===== config.mk =====
export PLATFORM = sky130hd
export DESIGN_NAME = ptu_top
export DESIGN_NICKNAME = d
export VERILOG_FILES = /design/src/pkg/ptu_pkg.sv /design/src/core/ptu_channel_judge.sv /design/src/core/ptu_top.sv
export SDC_FILE = /design/constraint.sdc
export NUM_CORES = 1
export LEC_CHECK = 0
export BUFFER_PORTS_ARGS = -buffer_cell sky130_fd_sc_hd__buf_4
export CORE_AREA = 2 2 172 174
export CTS_CLUSTER_DIAMETER = 120
export DETAILED_ROUTE_END_ITERATION = 7
export DIE_AREA = 0 0 174 176
export PLACE_DENSITY = 0.83
export SYNTH_ARGS = -nofsm -noshare
export SYNTH_HDL_FRONTEND = slang
export SYNTH_SLANG_ARGS = --single-unit

===== constraint.sdc =====
create_clock -name clk -period 8.55 [get_ports clk]
set_clock_uncertainty 0.05 [all_clocks]
set_input_delay 0.4275 -clock clk [delete_from_list [all_inputs] [get_ports clk]]
set_output_delay 0.4275 -clock clk [all_outputs]
set_load 0.02 [all_outputs]

===== src/pkg/ptu_pkg.sv =====
// Shared constants and carriers for the proximity/touch decision block
package ptu_pkg;

  // ==========================================================
  // Register offsets
  localparam logic [7:0] OFF_FLAGS     = 8'h12;
  localparam logic [7:0] OFF_CH0_CFG   = 8'h40;
  localparam logic [7:0] OFF_CH1_CFG   = 8'h41;
  localparam logic [7:0] OFF_SHR_CFG   = 8'h42;
  localparam logic [7:0] OFF_CH0_TUNE  = 8'h43;
  localparam logic [7:0] OFF_CH1_TUNE  = 8'h44;
  localparam logic [7:0] OFF_EXTRA_CFG = 8'h45;
  localparam logic [7:0] OFF_CH0_NEAR  = 8'h50;
  localparam logic [7:0] OFF_CH0_CONT  = 8'h51;
  localparam logic [7:0] OFF_CH1_NEAR  = 8'h52;
  localparam logic [7:0] OFF_CH1_CONT  = 8'h53;

  // ==========================================================
  // Field positions
  localparam int FLG_CH0_NEAR = 0;
  localparam int FLG_CH1_NEAR = 1;
  localparam int FLG_CH0_CONT = 4;
  localparam int FLG_CH1_CONT = 5;
  localparam int CFG_ACTIVE   = 0;
  localparam int CFG_INDUCT   = 1;
  localparam int CFG_RX0      = 2;
  localparam int CFG_RX1      = 3;
  localparam int CFG_TX       = 4;
  localparam int SHR_CSDIV    = 0;
  localparam int SHR_UIOFF    = 1;
  localparam int EXT_ACFILT   = 0;

  // ==========================================================
  // Values after reset
  localparam logic [7:0] RST_CH_CFG    = 8'h05;
  localparam logic [7:0] RST_SHR_CFG   = 8'h00;
  localparam logic [7:0] RST_TUNE      = 8'h00;
  localparam logic [7:0] RST_EXTRA_CFG = 8'h01;
  localparam logic [7:0] RST_NEAR      = 8'h0a;
  localparam logic [7:0] RST_CONT      = 8'h20;
  localparam logic [7:0] RD_UNMAPPED   = 8'h00;
  localparam logic [7:0] LEVEL_MIN     = 8'h01;

  // ==========================================================
  // Carriers
  typedef struct packed {
    logic        valid;
    logic [15:0] count;
    logic [15:0] longTermAverage;
  } ptu_sample_t;

  typedef struct packed {
    logic [7:0] chanCfg0;
    logic [7:0] chanCfg1;
    logic [7:0] sharedCfg;
    logic [7:0] tuneCfg0;
    logic [7:0] tuneCfg1;
    logic [7:0] extraCfg;
  } ptu_front_cfg_t;

  // ==========================================================
  // Arithmetic
  function automatic logic [15:0] ptu_deviation(input logic [15:0] a,
                                                input logic [15:0] b);
    ptu_deviation = (a > b) ? (a - b) : (b - a);
  endfunction

  // Zero is outside the legal 1..255 range; treat it as most sensitive
  function automatic logic [7:0] ptu_level(input logic [7:0] x);
    ptu_level = (x == 8'h00) ? LEVEL_MIN : x;
  endfunction

endpackage


===== src/core/ptu_channel_judge.sv =====
// One channel's proximity and touch decision
`timescale 1ns/10ps
`default_nettype none
module ptu_channel_judge
  import ptu_pkg::*;
(
  input  wire logic        clk,
  input  wire logic        rst_n,
  input  wire ptu_sample_t sample,
  input  wire logic [7:0]  nearLevel,
  input  wire logic [7:0]  contactLevel,
  input  wire logic        enable,
  output logic             nearHit,
  output logic             contactHit
);

  // ==========================================================
  // Thresholds
  logic [15:0] dev;
  logic [23:0] product;
  logic [15:0] contactThr;
  logic        nearHit_ff;
  logic        contactHit_ff;
  logic        nxt_nearHit;
  logic        nxt_contactHit;

  assign dev = ptu_deviation(sample.count, sample.longTermAverage);
  assign product = {16'h0000, ptu_level(contactLevel)}
                   * {8'h00, sample.longTermAverage};
  assign contactThr = product[23:8];

  // ==========================================================
  // Decision
  always_comb
  begin
    nxt_nearHit    = nearHit_ff;
    nxt_contactHit = contactHit_ff;
    if (!enable)
    begin
      nxt_nearHit    = 1'b0;
      nxt_contactHit = 1'b0;
    end
    else if (sample.valid)
    begin
      nxt_nearHit    = dev > {8'h00, ptu_level(nearLevel)};
      nxt_contactHit = dev > contactThr;
    end
  end

  always_ff @(posedge clk or negedge rst_n)
  begin
    if (!rst_n)
    begin
      nearHit_ff    <= 1'b0;
      contactHit_ff <= 1'b0;
    end
    else
    begin
      nearHit_ff    <= nxt_nearHit;
      contactHit_ff <= nxt_contactHit;
    end
  end

  assign nearHit    = nearHit_ff;
  assign contactHit = contactHit_ff;

  // ==========================================================
  // Checks
  a_near_set: assert property (@(posedge clk) disable iff (!rst_n)
    enable && sample.valid && dev > {8'h00, ptu_level(nearLevel)}
    |=> nearHit_ff)
    else $error("proximity flag not set above threshold");

  a_near_clear: assert property (@(posedge clk) disable iff (!rst_n)
    enable && sample.valid && dev <= {8'h00, ptu_level(nearLevel)}
    |=> !nearHit_ff)
    else $error("proximity flag set at or below threshold");

  a_touch_set: assert property (@(posedge clk) disable iff (!rst_n)
    enable && sample.valid
    && {8'h00, dev} * 24'd256
       > {16'h0000, ptu_level(contactLevel)} * {8'h00, sample.longTermAverage}
       + 24'd255
    |=> contactHit_ff)
    else $error("touch flag not set above fractional threshold");

  a_touch_clear: assert property (@(posedge clk) disable iff (!rst_n)
    enable && sample.valid && dev <= contactThr |=> !contactHit_ff)
    else $error("touch flag set at or below threshold");

  a_off_clears: assert property (@(posedge clk) disable iff (!rst_n)
    !enable |=> !nearHit_ff && !contactHit_ff)
    else $error("flags not cleared while channel is off");

  a_hold_idle: assert property (@(posedge clk) disable iff (!rst_n)
    enable && !sample.valid && $past(enable)
    |=> $stable(nearHit_ff) && $stable(contactHit_ff))
    else $error("flags changed without a sample");

endmodule
`default_nettype wire


===== src/core/ptu_top.sv =====
// Proximity/touch decision with its settings and flags registers
//
// How it works
// - A per-channel proximity threshold of 1 to 255 counts is compared against the channel's deviation from its long-term average.
// - Each channel's touch threshold is the programmed value over 256 times its long-term average.
// - Results read back as one read-only byte: bits 0/1 proximity and bits 4/5 touch of channels 0/1.
// - Channel 0 and channel 1 touch thresholds are kept apart at offsets 0x51 and 0x53.
// - Channel 0 and channel 1 proximity thresholds sit at offsets 0x50 and 0x52.
// - Each channel has a configuration byte choosing its sensing mode and its electrodes.
// - A shared settings byte holds the sample-capacitor divider, advised on in inductive mode.
// - A second shared byte holds the AC filter option, advised on for capacitive sensing.
// - In inductive mode the proximity/touch decision cannot be switched off by the shared settings byte, only by the channel's active bit.
`timescale 1ns/10ps
`default_nettype none
module ptu_top
  import ptu_pkg::*;
(
  input  wire logic        clk,
  input  wire logic        rst_n,
  input  wire ptu_sample_t sample0,
  input  wire ptu_sample_t sample1,
  input  wire logic [7:0]  regAddr,
  input  wire logic        regWrEn,
  input  wire logic [7:0]  regWrData,
  input  wire logic        regRdEn,
  output logic [7:0]       regRdData,
  output logic             regRdValid,
  output ptu_front_cfg_t   frontCfg
);

  // ==========================================================
  // Settings registers
  logic [7:0] chanCfg0_ff;
  logic [7:0] chanCfg1_ff;
  logic [7:0] sharedCfg_ff;
  logic [7:0] tuneCfg0_ff;
  logic [7:0] tuneCfg1_ff;
  logic [7:0] extraCfg_ff;
  logic [7:0] near0_ff;
  logic [7:0] cont0_ff;
  logic [7:0] near1_ff;
  logic [7:0] cont1_ff;
  logic [7:0] nxt_chanCfg0;
  logic [7:0] nxt_chanCfg1;
  logic [7:0] nxt_sharedCfg;
  logic [7:0] nxt_tuneCfg0;
  logic [7:0] nxt_tuneCfg1;
  logic [7:0] nxt_extraCfg;
  logic [7:0] nxt_near0;
  logic [7:0] nxt_cont0;
  logic [7:0] nxt_near1;
  logic [7:0] nxt_cont1;

  always_comb
  begin
    nxt_chanCfg0  = chanCfg0_ff;
    nxt_chanCfg1  = chanCfg1_ff;
    nxt_sharedCfg = sharedCfg_ff;
    nxt_tuneCfg0  = tuneCfg0_ff;
    nxt_tuneCfg1  = tuneCfg1_ff;
    nxt_extraCfg  = extraCfg_ff;
    nxt_near0     = near0_ff;
    nxt_cont0     = cont0_ff;
    nxt_near1     = near1_ff;
    nxt_cont1     = cont1_ff;
    // Flags and unmapped offsets take no write
    if (regWrEn)
    begin
      unique case (regAddr)
        OFF_CH0_CFG:   nxt_chanCfg0  = regWrData;
        OFF_CH1_CFG:   nxt_chanCfg1  = regWrData;
        OFF_SHR_CFG:   nxt_sharedCfg = regWrData;
        OFF_CH0_TUNE:  nxt_tuneCfg0  = regWrData;
        OFF_CH1_TUNE:  nxt_tuneCfg1  = regWrData;
        OFF_EXTRA_CFG: nxt_extraCfg  = regWrData;
        OFF_CH0_NEAR:  nxt_near0     = regWrData;
        OFF_CH1_NEAR:  nxt_near1     = regWrData;
        OFF_CH0_CONT:  nxt_cont0     = regWrData;
        OFF_CH1_CONT:  nxt_cont1     = regWrData;
        default:       ;
      endcase
    end
  end

  always_ff @(posedge clk or negedge rst_n)
  begin
    if (!rst_n)
    begin
      chanCfg0_ff  <= RST_CH_CFG;
      chanCfg1_ff  <= RST_CH_CFG;
      sharedCfg_ff <= RST_SHR_CFG;
      tuneCfg0_ff  <= RST_TUNE;
      tuneCfg1_ff  <= RST_TUNE;
      extraCfg_ff  <= RST_EXTRA_CFG;
      near0_ff     <= RST_NEAR;
      cont0_ff     <= RST_CONT;
      near1_ff     <= RST_NEAR;
      cont1_ff     <= RST_CONT;
    end
    else
    begin
      chanCfg0_ff  <= nxt_chanCfg0;
      chanCfg1_ff  <= nxt_chanCfg1;
      sharedCfg_ff <= nxt_sharedCfg;
      tuneCfg0_ff  <= nxt_tuneCfg0;
      tuneCfg1_ff  <= nxt_tuneCfg1;
      extraCfg_ff  <= nxt_extraCfg;
      near0_ff     <= nxt_near0;
      cont0_ff     <= nxt_cont0;
      near1_ff     <= nxt_near1;
      cont1_ff     <= nxt_cont1;
    end
  end

  // The front end takes its settings straight from the registers
  assign frontCfg = '{chanCfg0:  chanCfg0_ff,  chanCfg1: chanCfg1_ff,
                      sharedCfg: sharedCfg_ff, tuneCfg0: tuneCfg0_ff,
                      tuneCfg1:  tuneCfg1_ff,  extraCfg: extraCfg_ff};

  // ==========================================================
  // Decision channels
  logic en0;
  logic en1;
  logic near0Hit;
  logic near1Hit;
  logic cont0Hit;
  logic cont1Hit;

  assign en0 = chanCfg0_ff[CFG_ACTIVE]
               && (!sharedCfg_ff[SHR_UIOFF] || chanCfg0_ff[CFG_INDUCT]);
  assign en1 = chanCfg1_ff[CFG_ACTIVE]
               && (!sharedCfg_ff[SHR_UIOFF] || chanCfg1_ff[CFG_INDUCT]);

  ptu_channel_judge uJudge0 (
    .clk          (clk),
    .rst_n        (rst_n),
    .sample       (sample0),
    .nearLevel    (near0_ff),
    .contactLevel (cont0_ff),
    .enable       (en0),
    .nearHit      (near0Hit),
    .contactHit   (cont0Hit)
  );

  ptu_channel_judge uJudge1 (
    .clk          (clk),
    .rst_n        (rst_n),
    .sample       (sample1),
    .nearLevel    (near1_ff),
    .contactLevel (cont1_ff),
    .enable       (en1),
    .nearHit      (near1Hit),
    .contactHit   (cont1Hit)
  );

  // ==========================================================
  // Flags byte and read path
  logic [7:0] flags;
  logic [7:0] rdData_ff;
  logic       rdValid_ff;
  logic [7:0] nxt_rdData;
  logic       nxt_rdValid;

  always_comb
  begin
    flags = 8'h00;
    flags[FLG_CH0_NEAR] = near0Hit;
    flags[FLG_CH1_NEAR] = near1Hit;
    flags[FLG_CH0_CONT] = cont0Hit;
    flags[FLG_CH1_CONT] = cont1Hit;
  end

  always_comb
  begin
    nxt_rdValid = regRdEn;
    nxt_rdData  = RD_UNMAPPED;
    if (regRdEn)
    begin
      unique case (regAddr)
        OFF_FLAGS:     nxt_rdData = flags;
        OFF_CH0_CFG:   nxt_rdData = chanCfg0_ff;
        OFF_CH1_CFG:   nxt_rdData = chanCfg1_ff;
        OFF_SHR_CFG:   nxt_rdData = sharedCfg_ff;
        OFF_CH0_TUNE:  nxt_rdData = tuneCfg0_ff;
        OFF_CH1_TUNE:  nxt_rdData = tuneCfg1_ff;
        OFF_EXTRA_CFG: nxt_rdData = extraCfg_ff;
        OFF_CH0_NEAR:  nxt_rdData = near0_ff;
        OFF_CH0_CONT:  nxt_rdData = cont0_ff;
        OFF_CH1_NEAR:  nxt_rdData = near1_ff;
        OFF_CH1_CONT:  nxt_rdData = cont1_ff;
        default:       nxt_rdData = RD_UNMAPPED;
      endcase
    end
  end

  always_ff @(posedge clk or negedge rst_n)
  begin
    if (!rst_n)
    begin
      rdData_ff  <= RD_UNMAPPED;
      rdValid_ff <= 1'b0;
    end
    else
    begin
      rdData_ff  <= nxt_rdData;
      rdValid_ff <= nxt_rdValid;
    end
  end

  assign regRdData  = rdData_ff;
  assign regRdValid = rdValid_ff;

  // ==========================================================
  // Checks
  a_flags_spare: assert property (@(posedge clk) disable iff (!rst_n)
    regRdEn && regAddr == OFF_FLAGS
    |=> rdValid_ff && rdData_ff[7:6] == 2'b00 && rdData_ff[3:2] == 2'b00)
    else $error("spare flag bits not zero");

  a_flags_map: assert property (@(posedge clk) disable iff (!rst_n)
    regRdEn && regAddr == OFF_FLAGS
    |=> rdData_ff[5:4] == $past({cont1Hit, cont0Hit})
        && rdData_ff[1:0] == $past({near1Hit, near0Hit}))
    else $error("flags byte does not match channel results");

  a_near_write: assert property (@(posedge clk) disable iff (!rst_n)
    regWrEn && regAddr == OFF_CH1_NEAR
    |=> near1_ff == $past(regWrData) && near0_ff == $past(near0_ff))
    else $error("channel 1 proximity level not written alone");

  a_touch_write: assert property (@(posedge clk) disable iff (!rst_n)
    regWrEn && regAddr == OFF_CH0_CONT
    |=> cont0_ff == $past(regWrData) && cont1_ff == $past(cont1_ff))
    else $error("channel 0 touch level not written alone");

  a_flags_ro: assert property (@(posedge clk) disable iff (!rst_n)
    regWrEn && regAddr == OFF_FLAGS |=> $stable(frontCfg))
    else $error("write to flags changed settings");

  a_induct_on: assert property (@(posedge clk) disable iff (!rst_n)
    chanCfg0_ff[CFG_ACTIVE] && chanCfg0_ff[CFG_INDUCT]
    && sharedCfg_ff[SHR_UIOFF] && sample0.valid
    && ptu_deviation(sample0.count, sample0.longTermAverage)
       > {8'h00, ptu_level(near0_ff)}
    |=> near0Hit)
    else $error("inductive channel decision was disabled");

  a_read_turn: assert property (@(posedge clk) disable iff (!rst_n)
    regRdEn && regAddr == OFF_CH0_CFG ##1 !regRdEn
    |-> rdValid_ff && rdData_ff == $past(chanCfg0_ff) ##1 !rdValid_ff)
    else $error("read answer not one cycle wide");

endmodule
`default_nettype wire


# Word level (Yosys, flattened, before mapping)
# Index checks and enable logic that the tools add are counted.
[totals]
elab_cells = 76
ff_bits = 93
[op_classes]
mux = 16
n_reduce_logical = 19
eq_ne = 13
mul = 2
magnitude_cmp = 6
addsub = 4
[op_table]
columns = ["cell", "count"]
rows = [
  ["$pmux 8 s11", 1],
  ["$eq 8x7->1 const B", 10],
  ["$gt 16x16->1", 4],
  ["$sub 16x16->16", 4],
  ["$mul 8x16->24", 2],
  ["$mux 8", 5],
  ["$gt 16x8->1", 2],
  ["$logic_not 8->1", 4],
  ["$mux 16", 2],
  ["$reduce_and 2->1", 10],
  ["$eq 8x5->1 const B", 1],
  ["$mux 1", 8],
  ["$ne 2x2->1 const B", 2],
  ["$logic_and 1x1->1", 2],
  ["$logic_or 1x1->1", 2],
  ["$logic_not 1->1", 1],
]

# Logic depth before layout (Yosys ltp)
[depth]
depth_word = 6
depth_mapped = 30
ltp_nobuf = 29

# Hierarchy
# A second synthesis with hierarchy kept.
[hier_totals]
hier_cells = 1842
area_unflattened_um2 = 16585.9
[modules_own_cells]
columns = ["mod", "seq_area_each_um2", "area_per_inst_um2", "cells_each", "instances"]
rows = [
  ["ptu_channel_judge at uJudge0", 50.0, 6496.2, 799, 1],
  ["ptu_channel_judge at uJudge1", 50.0, 5890.6, 714, 1],
  ["ptu_top", 2240.9, 4199.0, 329, 1],
]

# Worst setup path before layout
# Ideal clock, no wire load.
[synth_path]
path_type = "register to register"
start = "reg cont1_ff[5]"
end = "reg uJudge1.contactHit_ff (netlist: uJudge1.contactHit)"
arrival_time_ps = 6332
stages_incl_launch_ff = 31
n_path_buf = 2
required_time_ps = 8373
path_slack_ps = 2041
setup_ps = 127
path_cell_list = "dfstp_2 -> clkbuf_1 -> clkbuf_1 -> nand2_1 -> fa_1 -> fa_1 -> inv_1 -> fa_1 -> inv_1 -> fa_1 -> inv_1 -> ha_1 -> nand3_1 -> a21oi_1 -> a221o_1 -> nand3_1 -> nand3b_1 -> a21oi_1 -> o21bai_1 -> a21oi_1 -> xor2_1 -> ha_1 -> a21o_1 -> a21o_1 -> a21o_1 -> a21o_1 -> a21o_1 -> a21o_1 -> a21oi_1 -> a311o_1 -> a21oi_1"
[synth_via]
elab_chain_len = 6
[synth_lines]
columns = ["item", "line", "source"]
rows = [
  ["start, declared", "ptu_top.sv:42", "logic [7:0] cont1_ff;"],
  ["start signal, assigned", "ptu_top.sv:111", "cont1_ff <= nxt_cont1;"],
  ["$logic_not 8->1", "ptu_pkg.sv:70", "ptu_level = (x == 8'h00) ? LEVEL_MIN : x;"],
  ["$mux 8 (*)", "ptu_pkg.sv:70", ""],
  ["$mul 8x16->24 (*)", "ptu_channel_judge.sv:29", "* {8'h00, sample.longTermAverage};"],
  ["$gt 16x16->1 (*)", "ptu_channel_judge.sv:46", "nxt_contactHit = dev > contactThr;"],
  ["$mux 1 (*)", "ptu_channel_judge.sv:43", "else if (sample.valid)"],
  ["$mux 1 (*)", "ptu_channel_judge.sv:38", "if (!enable)"],
  ["end signal, assigned", "ptu_channel_judge.sv:60", "contactHit_ff <= nxt_contactHit;"],
  ["end, declared", "ptu_channel_judge.sv:23", "logic contactHit_ff;"],
]
# Every way passes the cells marked *; elsewhere a longest branch is shown, timed or not. The select of a mux whose other input is x is not followed.
# A chain may end at the register's enable or synchronous reset.

# Final worst setup path
[layout_path]
start = "reg cont0_ff[4]"
end = "reg uJudge0.contactHit_ff (netlist: uJudge0.contactHit)"
[layout_via]
elab_chain_len = 6
[layout_lines]
columns = ["item", "line", "source"]
rows = [
  ["start, declared", "ptu_top.sv:40", "logic [7:0] cont0_ff;"],
  ["start signal, assigned", "ptu_top.sv:109", "cont0_ff <= nxt_cont0;"],
  ["$logic_not 8->1", "ptu_pkg.sv:70", ""],
  ["$mux 8 (*)", "ptu_pkg.sv:70", ""],
  ["$mul 8x16->24 (*)", "ptu_channel_judge.sv:29", ""],
  ["$gt 16x16->1 (*)", "ptu_channel_judge.sv:46", ""],
  ["$mux 1 (*)", "ptu_channel_judge.sv:43", ""],
  ["$mux 1 (*)", "ptu_channel_judge.sv:38", ""],
  ["end signal, assigned", "ptu_channel_judge.sv:60", ""],
  ["end, declared", "ptu_channel_judge.sv:23", ""],
]
# Marks and branches as above.

==> reports/metrics.cfg <==
[clock_network]
cts_max_level = 3
cts_root_buf = clkbuf_16
clockBufferDepth = 2
clock-sinks = 93
cts_tree = done
cts_made_buffers = 9
cts_resized = 0
clk_latency_ns = 0.37
post_cts_buffers = 0
cts_hold_buffers = 1
clk_pin_slew_ns = 0.09

[final_layout]
drive_above_1_share = 0.151
syn_to_final_growth_pct = 10.6
layout.nets = 2276
instances_no_fill = 2217
num_antenna_cells = 0

[grt]
grt_pass1_vias = 13500
grt-ovfl-total = 0
grt_start_max_net_pins = 59
grt_pass1_wl_um = 70000
antenna_found_initial = 0
grt_use_total = 0.283

[logic_synthesis]
ys_ff_latch = 93
synth_top_family_by_area = adder cells
synth_compound_area_frac = 0.122
synth_area_um2 = 15700
synthAdderAreaFrac = 0.371
synth_nets = 2176
synth_seq_area_share = 0.149
synth-edff-count = 0
synth.distinct_cells = 69
synthXorXnorAreaFrac = 0.0324
synthFlopType = dfrtp_1
synth_mux_area_frac = 0.0757
syn_inst = 1728
postSynthAreaPerCell_um2 = 9.06
yosys.area.top_type_share = 0.217
yosys.area.top_type = fa_1
yosysWarnings = 0
synthSimpleGateAreaFrac = 0.166
netlist_top_cells_area = fa_1, ha_1, dfrtp_1
synth-async-reset-ratio = 1.00

[pwr]
p_leak_nw = 9.09
irDropWorstVdd_uv = 103
pwr-share-comb = 0.552
seqPwrFrac = 0.240
pwr_density_cell_nw_per_um2 = 119
switching_share = 0.423
clkPwrFrac = 0.209
finalPower_mw = 2.06
p_int_mw = 1.19
p_switching_mw = 0.872

[place]
dp_cells = 2200
port_buffers = 142
dp_hpwl_um = 34300
gp_congestion = 0.939

[worst_setup_path]
r2r_cells = 25
reg2reg_from = cont0_ff[4]$_DFFE_PN0P_
cp_top_family = compound AO/OA/AOI/OAI gates
worstSetupStartpoint = cont0_ff[4]$_DFFE_PN0P_
cp_common_cell = a21oi_1
r2r_slack_ns = 1.26
arrival_ns = 7.50
required_ns = 8.76
cp_num_buf_inv = 1
worst_setup_path_end_kind = register
critPathLaunchType = register
critPathMaxFanout = 19
path_class = reg -> reg
cp_slowest_cell = a21oi_1
crit_path_max_incr_delay_ns = 0.81
r2r-end = uJudge0.contactHit$_DFFE_PN0P_

[drt]
vias = 13100
ant_nets = 0
first_iter_violations = 1071
drc = 0
dr.pass1.iters = 6
wl_per_cell_um = 19.2
via_per_inst = 5.91
wirelength_um = 42500

[sta]
setup_viol_count_final = 0
rsz0062_at_grt = false
setup_tns_ns = 0
relSlewSlack = 0.318
worst-slew-pin-transition_ns = 1.02
fmax_ghz = 0.137
slew_viol_final = 0
fin_crit_sh = 0.853
finalHoldViolations = 0
period_needed_ns = 7.29

[floorplan]
rows = 62
die_w_um = 174
die_y_um = 176
design.die.area_um2 = 30600
initial_core_util = 0.549
ios = 143
core_area_um2 = 28500

[job]
maxCapViolations = 0

[hold_path]
holdPathEnd = regRdValid$_DFF_PN0_
hold_path.class = in -> reg
hold_depth = 1
worstHoldStart = regRdEn

[outcome]
status = finished, final reports clean

[cells by family (layout without fill, tap and decap cells)]
| group | Yosys count | count (layout) |
|---|---|---|
| and+or+nand+nor | 490 | 490 |
| adders and majority gates | 362 | 362 |
| buffers and inverters | 346 | 451 |
| AOI/OAI and AO/OA | 272 | 272 |
| muxes | 107 | 107 |
| DFF | 93 | 93 |
| xor gates and xnor gates | 58 | 58 |
[how the worst max path moves through the flow]
stage	depth (start not counted)	end	slack [ns]
6_report	25	uJudge0.contactHit$_DFFE_PN0P_	1.26
5_1_grt	25	uJudge0.contactHit$_DFFE_PN0P_	0.78
2_1_floorplan	30	uJudge1.contactHit$_DFFE_PN0P_	2.04
3_3_place_gp	25	uJudge0.contactHit$_DFFE_PN0P_	1.46
3_5_place_dp	25	uJudge0.contactHit$_DFFE_PN0P_	1.36
4_1_cts	25	uJudge0.contactHit$_DFFE_PN0P_	1.32
[metrics by stage]
| stage | area [um^2] | utilization | hold slack, ns | worst slack [ns] |
|---|---|---|---|---|
| 6_report | 17300 | 0.607 | 0.155 | 1.26 |
| 3_3_place_gp | 17000 | 0.595 | 0.348 | 1.46 |
| 4_1_cts | 17300 | 0.607 | 0.151 | 1.32 |
| 3_5_place_dp | 17000 | 0.595 | 0.355 | 1.36 |
| 5_1_grt | 17300 | 0.607 | 0.159 | 0.776 |
| 2_1_floorplan | 15700 | - | 0.0819 | 2.04 |
[cell type report]
type	count	area, um^2
clock buffers	10	239
clock inverters	6	76.3
fillers	2392	11200
inverters	287	1080
multi-input cells	1289	12000
flip-flops and latches	93	2340
well taps	384	480
repair buffers	148	1110
[per-layer routing]
| metal | GRT usage | routed length, um |
|---|---|---|
| met1 | 0.381 | 17900 |
| met2 | 0.472 | 20000 |
| met3 | 0.0424 | 3200 |
| met4 | 0.0966 | 1460 |
| met5 | 0 | 0 |
[synthesized netlist by cell type (4+ instances only)]
| cell | n |
|---|---|
| o21bai_1 | 9 |
| and3_1 | 7 |
| or3_1 | 7 |
| a222oi_1 | 20 |
| nand3b_1 | 6 |
| o41ai_1 | 4 |
| or2_2 | 4 |
| mux2i_1 | 15 |
| a211o_1 | 4 |
| ha_1 | 192 |
| nor2b_1 | 19 |
| o21a_1 | 17 |
| buf_1 | 9 |
| dfstp_2 | 11 |
| fa_1 | 170 |
| mux2_2 | 92 |
| nor3_1 | 21 |
| a31oi_1 | 18 |
| and2_1 | 174 |
| dfrtp_1 | 82 |
| inv_1 | 286 |
| nand4_1 | 21 |
| a211oi_1 | 7 |
| clkbuf_1 | 35 |
| a22o_1 | 4 |
| a21oi_1 | 67 |
| a221oi_1 | 6 |
| o21ai_0 | 33 |
| buf_2 | 12 |
| nand2b_1 | 13 |
| o31ai_1 | 4 |
| o2111ai_1 | 4 |
| o211ai_1 | 9 |
| nor2_1 | 81 |
| nand3_1 | 27 |
| nand2_1 | 95 |
| xor2_1 | 28 |
| a221o_1 | 4 |
| a21o_1 | 38 |
| xnor2_1 | 30 |
| nor4_1 | 8 |
[flip-flops by register name, summed over array words and instances, names as in the netlist, 8 cells and up]
name          flops
chanCfg0_ff       8
chanCfg1_ff       8
cont0_ff          8
cont1_ff          8
extraCfg_ff       8
near0_ff          8
near1_ff          8
regRdData         8
sharedCfg_ff      8
tuneCfg0_ff       8
tuneCfg1_ff       8
[worst reg2reg max path, stage by stage, from the launching register on]
cell      delay, ns
dfrtp_1        0.72
nor4_1         0.15
a21oi_1        0.81
nand2b_1       0.24
fa_1           0.43
fa_1           0.50
fa_1           0.49
inv_1          0.05
ha_1           0.18
or3_1          0.37
a31oi_1        0.20
o31ai_1        0.17
a21oi_1        0.37
o22ai_1        0.20
o21a_1         0.24
or4_1          0.41
nand3_1        0.11
xor2_1         0.16
ha_1           0.27
a21o_1         0.18
a21o_1         0.17
a21oi_1        0.15
o21ai_0        0.12
o211ai_1       0.17
a21oi_1        0.07
o221a_2        0.23
[cell usage in the layout (no fill, tap or decap), drive strengths merged, types with 7 or more instances in the layout]
cell type  count
and3           7
or3            7
a31oi         18
a211oi         8
clkbuf        10
a21o          38
o21a          17
ha           192
buf          147
nand2         95
nand2b        13
o211ai         9
mux2i         15
o21bai         9
mux2          92
and2         174
nand4         21
dfrtp         82
dfstp         11
o21ai         35
nor2          81
fa           170
xnor2         30
nor3          22
xor2          28
inv          289
a21oi         68
nor4           8
nor2b         19
a222oi        20
nand3         27
[power by group through the flow]
stage	logic, mW	clock network, mW	registers (mW)
floorplan	0.804	0	0.495
global placement	1.08	0	0.500
detailed placement	1.11	0	0.502
CTS	1.13	0.429	0.494
global route	1.28	0.444	0.497
finish	1.14	0.430	0.495
No activity file was read; power rests on OpenSTA's default activity.
